## src/rtl/flash_front_map.svh

```systemverilog
// Constants of the serial flash pin front end
// Summary of operation
// - Select high: deselected, all lanes high impedance
// - Select high: incoming bits ignored
// - Deselected means standby; select low wakes
// - No command before first select falling edge
// - Single lane: capture lane zero on rise
// - Single lane: drive lane one on fall
// - Dual/quad: lanes bidirectional, rise in, fall out
// - Quad uses lanes two and three as data
// - Guard set, protect pin low: reject status write
// - Guard clear: status writes always allowed
// - Quad enable drops write protect function
// - Lane three: data, pause or reset role
// - Pause suspends, keeps partial sequence, resumes
// - Pause with select low: output high impedance
// - Reset low: reset mode, outputs tristated
// - Separate reset variant: lane three pause only
// - Function bit zero disables separate reset
`ifndef FLASH_FRONT_MAP_SVH
`define FLASH_FRONT_MAP_SVH
`define STATUS_RESET 6'h00
`define PIN_SYNC_RESET 7'h5F
`define BYTE_BITS 4'h8
`define FIFO_WIDTH 8
`define FIFO_DEPTH 16
`endif

```

## src/rtl/flash_front_pkg.sv

```systemverilog
// Types of the serial flash pin front end
package flash_front_pkg;
    typedef enum logic [1:0] {LANE_SINGLE, LANE_DUAL, LANE_QUAD} lane_mode_t;
    typedef enum logic [2:0] {ST_WAIT_EDGE, ST_STANDBY, ST_ACTIVE, ST_PAUSED, ST_HW_RESET}
        front_state_t;
    typedef struct packed {
        logic status_write_disable;
        logic quad_lane_enable;
        logic block_guard_3;
        logic block_guard_2;
        logic block_guard_1;
        logic block_guard_0;
    } status_bits_t;
    typedef struct packed {
        logic [3:0] value;
        logic [3:0] enable;
    } lane_drive_t;
endpackage : flash_front_pkg

```

## src/rtl/serial_flash_pin_front_end.sv

```systemverilog
// Pin front end of a serial flash slave with receive FIFO
`timescale 1ns/1ns
`include "flash_front_map.svh"

module rx_fifo #(
    parameter int WIDTH = `FIFO_WIDTH,
    parameter int DEPTH = `FIFO_DEPTH
) (
    input wire logic clk_i,
    input wire logic rst_i,
    input wire logic in_valid_i,
    output logic in_ready_o,
    input wire logic [WIDTH-1:0] in_data_i,
    output logic out_valid_o,
    input wire logic out_ready_i,
    output logic [WIDTH-1:0] out_data_o
);
    localparam int AW = $clog2(DEPTH);
    logic [WIDTH-1:0] mem [DEPTH];
    logic [AW-1:0] wptr;
    logic [AW-1:0] rptr;
    logic [AW:0] count;
    wire push = in_valid_i && in_ready_o;
    wire pop = out_valid_o && out_ready_i;
    assign in_ready_o = (count != DEPTH[AW:0]);
    assign out_valid_o = (count != '0);
    assign out_data_o = mem[rptr];

    always_ff @(posedge clk_i) begin
        if (push) begin
            mem[wptr] <= in_data_i;
        end
    end

    always_ff @(posedge clk_i or posedge rst_i) begin
        if (rst_i) begin
            wptr <= '0;
            rptr <= '0;
            count <= '0;
        end else begin
            wptr <= push ? wptr + 1'b1 : wptr;
            rptr <= pop ? rptr + 1'b1 : rptr;
            count <= count + {{AW{1'b0}}, push} - {{AW{1'b0}}, pop};
        end
    end
endmodule : rx_fifo

////////////////////////////////////////////////////////////////////////////////

module serial_flash_pin_front_end (
    input wire logic clk_i,
    input wire logic rst_i,
    input wire logic sck_i,
    input wire logic cs_n_i,
    input wire logic data_lane_zero_i,
    input wire logic data_lane_one_i,
    input wire logic data_lane_two_i,
    input wire logic data_lane_three_i,
    input wire logic reset_pin_n_i,
    output flash_front_pkg::lane_drive_t lanes_o,
    input wire flash_front_pkg::lane_mode_t lane_mode_i,
    input wire logic drive_i,
    input wire logic pin_role_select_i,
    input wire logic dedicated_reset_variant_i,
    input wire logic reset_pin_disable_i,
    input wire logic status_wr_i,
    input wire flash_front_pkg::status_bits_t status_wr_data_i,
    output flash_front_pkg::status_bits_t status_o,
    output logic status_wr_reject_o,
    input wire logic [7:0] tx_data_i,
    input wire logic tx_valid_i,
    output logic tx_ready_o,
    output logic [7:0] rx_data_o,
    output logic rx_valid_o,
    input wire logic rx_ready_i,
    output logic rx_overflow_o,
    input wire logic rx_overflow_clr_i,
    output logic standby_o
);
    ////////////////////////////////////////////////////////////////////////////
    // Pin synchronisers; stage a feeds stage b only
    logic [6:0] sync_a;
    logic [6:0] sync_b;
    logic sck_q;
    logic cs_q;

    always_ff @(posedge clk_i or posedge rst_i) begin
        if (rst_i) begin
            sync_a <= `PIN_SYNC_RESET;
            sync_b <= `PIN_SYNC_RESET;
            sck_q <= 1'b1;
            cs_q <= 1'b0;
        end else begin
            sync_a <= {reset_pin_n_i, cs_n_i, sck_i, data_lane_three_i, data_lane_two_i,
                       data_lane_one_i, data_lane_zero_i};
            sync_b <= sync_a;
            sck_q <= sync_b[4];
            cs_q <= sync_b[5];
        end
    end

    wire [3:0] lane_s = sync_b[3:0];
    wire cs_s = sync_b[5];
    wire rst_pin_s = sync_b[6];
    wire sck_rise = sync_b[4] && !sck_q;
    wire sck_fall = !sync_b[4] && sck_q;
    // Cs_q resets low so a select already low at release never arms
    wire cs_fall = cs_q && !cs_s;

    ////////////////////////////////////////////////////////////////////////////
    // Lane three role and hardware reset
    wire qe = status_o.quad_lane_enable;
    wire pause_role = !qe && (dedicated_reset_variant_i || !pin_role_select_i);
    wire reset_role = !qe && !dedicated_reset_variant_i && pin_role_select_i;
    wire pause_low = pause_role && !lane_s[3];
    wire hw_rst = (reset_role && !lane_s[3])
        || (dedicated_reset_variant_i && !reset_pin_disable_i && !rst_pin_s);

    flash_front_pkg::front_state_t state;
    flash_front_pkg::front_state_t next_state;

    always_comb begin
        next_state = state;
        if (hw_rst) begin
            next_state = flash_front_pkg::ST_HW_RESET;
        end else begin
            case (state)
                flash_front_pkg::ST_WAIT_EDGE: begin
                    if (cs_fall) next_state = flash_front_pkg::ST_ACTIVE;
                end
                flash_front_pkg::ST_HW_RESET: next_state = flash_front_pkg::ST_WAIT_EDGE;
                flash_front_pkg::ST_STANDBY: begin
                    if (!cs_s) next_state = flash_front_pkg::ST_ACTIVE;
                end
                flash_front_pkg::ST_ACTIVE: begin
                    if (cs_s) next_state = flash_front_pkg::ST_STANDBY;
                    else if (pause_low) next_state = flash_front_pkg::ST_PAUSED;
                end
                flash_front_pkg::ST_PAUSED: begin
                    if (cs_s) next_state = flash_front_pkg::ST_STANDBY;
                    else if (!pause_low) next_state = flash_front_pkg::ST_ACTIVE;
                end
                default: next_state = flash_front_pkg::ST_WAIT_EDGE;
            endcase
        end
    end

    // Run only when selected now, so a late deselect never clocks a bit
    wire run = (state == flash_front_pkg::ST_ACTIVE) && !cs_s && !pause_low && !hw_rst;
    wire frame_end = (next_state != flash_front_pkg::ST_ACTIVE)
        && (next_state != flash_front_pkg::ST_PAUSED);

    ////////////////////////////////////////////////////////////////////////////
    // Lane width per mode
    wire quad = (lane_mode_i == flash_front_pkg::LANE_QUAD);
    wire dual = (lane_mode_i == flash_front_pkg::LANE_DUAL);
    wire [3:0] step = quad ? 4'h4 : (dual ? 4'h2 : 4'h1);
    wire [3:0] lane_mask = quad ? 4'hF : (dual ? 4'h3 : 4'h2);

    // Receive: capture on rising edge while the core is not driving
    logic [7:0] rx_shift;
    logic [3:0] rx_cnt;
    wire capture = run && sck_rise && !drive_i;
    wire [7:0] next_rx_shift = quad ? {rx_shift[3:0], lane_s}
        : (dual ? {rx_shift[5:0], lane_s[1:0]} : {rx_shift[6:0], lane_s[0]});
    wire [3:0] next_rx_cnt = rx_cnt + step;
    wire byte_done = capture && (next_rx_cnt == `BYTE_BITS);
    wire fifo_ready;
    wire push = byte_done && fifo_ready;
    // Pins cannot be stalled; a byte meeting a full FIFO is dropped and flagged
    wire drop = byte_done && !fifo_ready;

    always_ff @(posedge clk_i or posedge rst_i) begin
        if (rst_i) begin
            rx_shift <= 8'h00;
            rx_cnt <= 4'h0;
        end else if (frame_end) begin
            rx_cnt <= 4'h0;
        end else if (capture) begin
            rx_shift <= next_rx_shift;
            rx_cnt <= byte_done ? 4'h0 : next_rx_cnt;
        end
    end

    rx_fifo #(.WIDTH(`FIFO_WIDTH), .DEPTH(`FIFO_DEPTH)) u_rx_fifo (
        .clk_i(clk_i),
        .rst_i(rst_i),
        .in_valid_i(byte_done),
        .in_ready_o(fifo_ready),
        .in_data_i(next_rx_shift),
        .out_valid_o(rx_valid_o),
        .out_ready_i(rx_ready_i),
        .out_data_o(rx_data_o)
    );

    ////////////////////////////////////////////////////////////////////////////
    // Transmit: change lanes on falling edge
    logic [7:0] tx_shift;
    logic [3:0] tx_cnt;
    wire shift_out = run && sck_fall && drive_i;
    wire tx_empty = (tx_cnt == 4'h0);
    wire tx_load = shift_out && tx_empty && tx_valid_i;
    wire tx_go = shift_out && (!tx_empty || tx_valid_i);
    wire [7:0] tx_word = tx_empty ? tx_data_i : tx_shift;
    wire [3:0] tx_bits = quad ? tx_word[7:4]
        : (dual ? {2'b11, tx_word[7:6]} : {2'b11, tx_word[7], 1'b1});
    wire [3:0] next_tx_cnt = (tx_empty ? `BYTE_BITS : tx_cnt) - step;
    wire drive_ok = run && drive_i;
    // Outputs off unless selected, armed, unpaused and out of reset
    wire [3:0] next_enable = drive_ok || ((state == flash_front_pkg::ST_ACTIVE)
        && !cs_s && !pause_low && !hw_rst && drive_i) ? lane_mask : 4'h0;

    always_ff @(posedge clk_i or posedge rst_i) begin
        if (rst_i) begin
            tx_shift <= 8'h00;
            tx_cnt <= 4'h0;
            tx_ready_o <= 1'b0;
            lanes_o <= '0;
        end else begin
            tx_ready_o <= tx_load;
            lanes_o.enable <= next_enable;
            if (frame_end) begin
                tx_cnt <= 4'h0;
            end else if (tx_go) begin
                tx_shift <= tx_word << step;
                tx_cnt <= next_tx_cnt;
                lanes_o.value <= tx_bits;
            end
        end
    end

    ////////////////////////////////////////////////////////////////////////////
    // Status bits and write protection
    wire wp_active = status_o.status_write_disable && !lane_s[2] && !qe;

    always_ff @(posedge clk_i or posedge rst_i) begin
        if (rst_i) begin
            status_o <= `STATUS_RESET;
            status_wr_reject_o <= 1'b0;
            rx_overflow_o <= 1'b0;
            standby_o <= 1'b1;
            state <= flash_front_pkg::ST_WAIT_EDGE;
        end else begin
            state <= next_state;
            standby_o <= (next_state != flash_front_pkg::ST_ACTIVE)
                && (next_state != flash_front_pkg::ST_PAUSED);
            status_wr_reject_o <= status_wr_i && wp_active;
            if (status_wr_i && !wp_active) begin
                status_o <= status_wr_data_i;
            end
            // Set wins over clear
            rx_overflow_o <= drop || (rx_overflow_o && !rx_overflow_clr_i);
        end
    end
endmodule : serial_flash_pin_front_end

```

## config.mk

```make
export PLATFORM = sky130hd
export DESIGN_NAME = serial_flash_pin_front_end
export DESIGN_NICKNAME = d
export VERILOG_FILES = /design/src/rtl/flash_front_pkg.sv /design/src/rtl/serial_flash_pin_front_end.sv
export VERILOG_INCLUDE_DIRS = /design/src /design/src/rtl
export SDC_FILE = /design/constraint.sdc
export NUM_CORES = 1
export LEC_CHECK = 0
export BUFFER_PORTS_ARGS = -buffer_cell sky130_fd_sc_hd__buf_4
export CORE_UTILIZATION = 29
export DETAILED_ROUTE_END_ITERATION = 16
export PLACE_DENSITY_LB_ADDON = 0.2
export SLEW_MARGIN = 20
export SYNTH_ARGS = -nofsm -noshare
export SYNTH_HDL_FRONTEND = slang
export SYNTH_SLANG_ARGS = --single-unit
```

## constraint.sdc

```tcl
create_clock -name clk_i -period 3.67 [get_ports clk_i]
set_input_delay 0 -clock clk_i [delete_from_list [all_inputs] [get_ports clk_i]]
set_output_delay 0 -clock clk_i [all_outputs]
set_load 0.005 [all_outputs]
```

==> results.txt <==
r2r worst-path depth - 11
placed instance count - 967
Util after Layout - 35.8%
Net count, final - 677
Initial Utilization - 29.8%
Hold WC Path Type - input port to register
WL per Instance - 19.2 um
Slew @ Worst Pin - 0.742 ns
Min Hold Slack - 0.0235 ns
Tot Pwr - 6.11 mW
number of global-route vias before repair - 5126
Yosys reg bits - 200
footprint of the multi-input gates - 2780 um2
CP required - 4.03 ns
VDD IR max - 0.000235 V
RSZ-0062 raised after global routing - false
Resized cells post-CTS - 0
async set or reset register ratio after synthesis - 36.0%
Worst-path clk slew - 0.08 ns
min-delay src - tx_data_i[7]
mapped cell area - 8670 um2
most frequent cells after synthesis - 128 x edfxtp_1, 58 x dfrtp_1, 45 x nand2_1
Hold EP - lanes_o[7]
post-synth cell types - 59
core outline area - 29100 um2
syn nets - 588
layout cells sized above 1 - 30.1%
Final Slew Violations - 0
area grow syn2layout - 20.2%
Die H - 175 um
f_max - 351 MHz
largest net degree at the start of global routing - 40
router iterations before antenna repair - 6
global-route wire length before repair - 30.8 mm
Synth Flop Type - edfxtp_1
Ports - 60
H-tree Lvls - 4
Clock Root Buffer - clkbuf_16
Slew HR - 50.6%
Seq pwr share - 44.5%
vias per cell - 4.73
FP Rows - 62
status - finished, final reports clean
Post-synth EDFFs - 128
share of the synthesized area in the top cell type - 44.3%
initial antenna violation count - 0
Die Area - 30600 um2
Hold Crit Depth - 4
maxcap violations - 0
most frequent cell after synthesis - edfxtp_1
Post-DP Area - 9570 um2
clk_lat worst skew - 0.45 ns
pwr dens - 586 nW/um2
register area share after synthesis - 65.3%
leading area contributor after synthesis - edfxtp_1
crit path max fanout - 21
final cell count without fillers - 1021
Final Cycle Share - 77.7%
Filler cells - 2772
Detail Route Antenna Nets - 0
final setup violation count - 0
hpwl dp - 13.4 mm
Final Wtd Congestion - 0.791
PnR worst setup slack - 0.817 ns
postcts setup bufs - 0
Register Area - 5660 um2
clock tree sinks - 200
Ys Warns - 0
clock network power share - 32.7%
DRC viols - 0
Setup Skew - 0.0187 ns
WS Path Type - register to register
combinational power share - 22.8%
Switch Pwr - 1.83 mW
Post-Synthesis Cells - 535
final setup TNS - 0 ns
Longest Clk Path Bufs - 2
Crit. End Element - register
CTS tree - done
TritonCTS buffer count - 17
die width - 175 um
final instance area - 10400 um2
Setup WS pre-CTS - 0.685 ns
# diodes - 0
Post-Syn Area per Cell - 16.2 um2
gr ovfl total - 0
GRT Total Usage - 13.6%
R2R Path End - u_rx_fifo.count[4]
final hold violations - 0
DR vias - 4833
worst r2r src - rx_cnt[2]
Worst R2R Setup Slack - 0.82 ns
Initial DRC Count - 359
# hold bufs at CTS - 22
input/output buffers - 59
min Tclk post-route - 2.85 ns
Synth area leaders - edfxtp_1 44%, dfrtp_1 17%, mux4_2 11%, dfstp_2 4.2%, ha_1 2.7%
Routed WL - 19.6 mm
internal cell power - 4.28 mW
startpoint class of the critical path - register
Switching Fraction - 29.9%
Lkg Pwr - 4.11 nW
Data arrival, critical path - 3.22 ns
layer usage:
layer / vias up / wire length [um] / GRT usage (%)
li1: 2205 / - / -
met1: 2502 / 8870 / 17.9
met2: 113 / 9880 / 22.9
met3: 13 / 670 / 2.65
met4: 0 / 204 / 3.80
met5: - / 0 / 0
worst max-delay path by stage:
| stage | end | start |
|---|---|---|
| finish | u_rx_fifo.count[4] | rx_cnt[2] |
| global route | u_rx_fifo.count[4] | rx_cnt[2] |
| CTS | rx_data_o[2] | u_rx_fifo.rptr[0] |
| detailed placement | u_rx_fifo.count[4] | lane_mode_i[1] |
| global placement | u_rx_fifo.count[4] | lane_mode_i[1] |
| floorplan | u_rx_fifo.count[4] | sync_b[5] |
kinds of logic after synthesis:
group                    count (synthesis)  synth area share (%)
adder cells (fa/ha/maj)                 20                  2.97
AND/OR/NAND/NOR                        121                  7.79
flip-flops                             200                  65.3
multiplexers                            80                  16.0
AO/OA/AOI/OAI                           50                  3.62
XOR/XNOR                                16                  1.62
buffers and inverters                   48                  2.71
cell usage in the layout (no fill, tap or decap), drive strengths merged, types with 4 or more instances in the layout:
cell type    Yosys  routed
nor2            20      20
nor2b            5       5
dfstp           14      14
and2             6       6
a21oi            9       9
clkinv           0       5
inv             20      30
nand2b           4       4
xnor2           12      12
mux2i           21      21
and3            14      14
dlygate4sd3      0      22
mux2            14      14
edfxtp         128     128
buf             16      76
xor2             4       4
ha              19      19
nand2           45      45
mux4            45      45
o21ai           24      24
dfrtp           58      58
clkbuf          12      17
layout make-up:
| class | instances | area share (%) |
|---|---|---|
| clock inverter | 15 | 2.06 |
| multi-input combinational | 287 | 26.6 |
| tap | 384 | 4.61 |
| inverter | 20 | 0.732 |
| timing repair buffer | 98 | 7.58 |
| clock buffer | 17 | 4.08 |
| sequential | 200 | 54.3 |
state kept, by name, summed over array words and instances, names as in the netlist, 3 cells and up:
register	count
u_rx_fifo.wptr	4
sync_a	7
rx_cnt	4
tx_cnt	4
sync_b	7
tx_shift	8
status_o	5
u_rx_fifo.mem	128
lanes_o	7
rx_shift	7
state	3
u_rx_fifo.count	5
u_rx_fifo.rptr	4
critical path, stage by stage, from the launching register on:
cell      delay, ns
dfrtp_1        0.43
nand2b_1       0.16
a221oi_1       0.47
o21ai_0        0.17
nor4b_2        0.18
buf_4          0.22
ha_1           0.24
fa_1           0.43
a21oi_1        0.18
nor2_1         0.06
nor2_1         0.12
xnor2_1        0.13
power groups by stage:
stage	combinational (mW)	clock, mW	sequential (mW)
after global placement	1.39	0	2.77
final	1.39	2.00	2.72
after floorplan	1.02	0	2.63
after CTS	1.43	2.05	2.73
after global routing	1.52	2.14	2.75
after detailed placement	1.40	0	2.77
(Power assumes the default switching activity.)
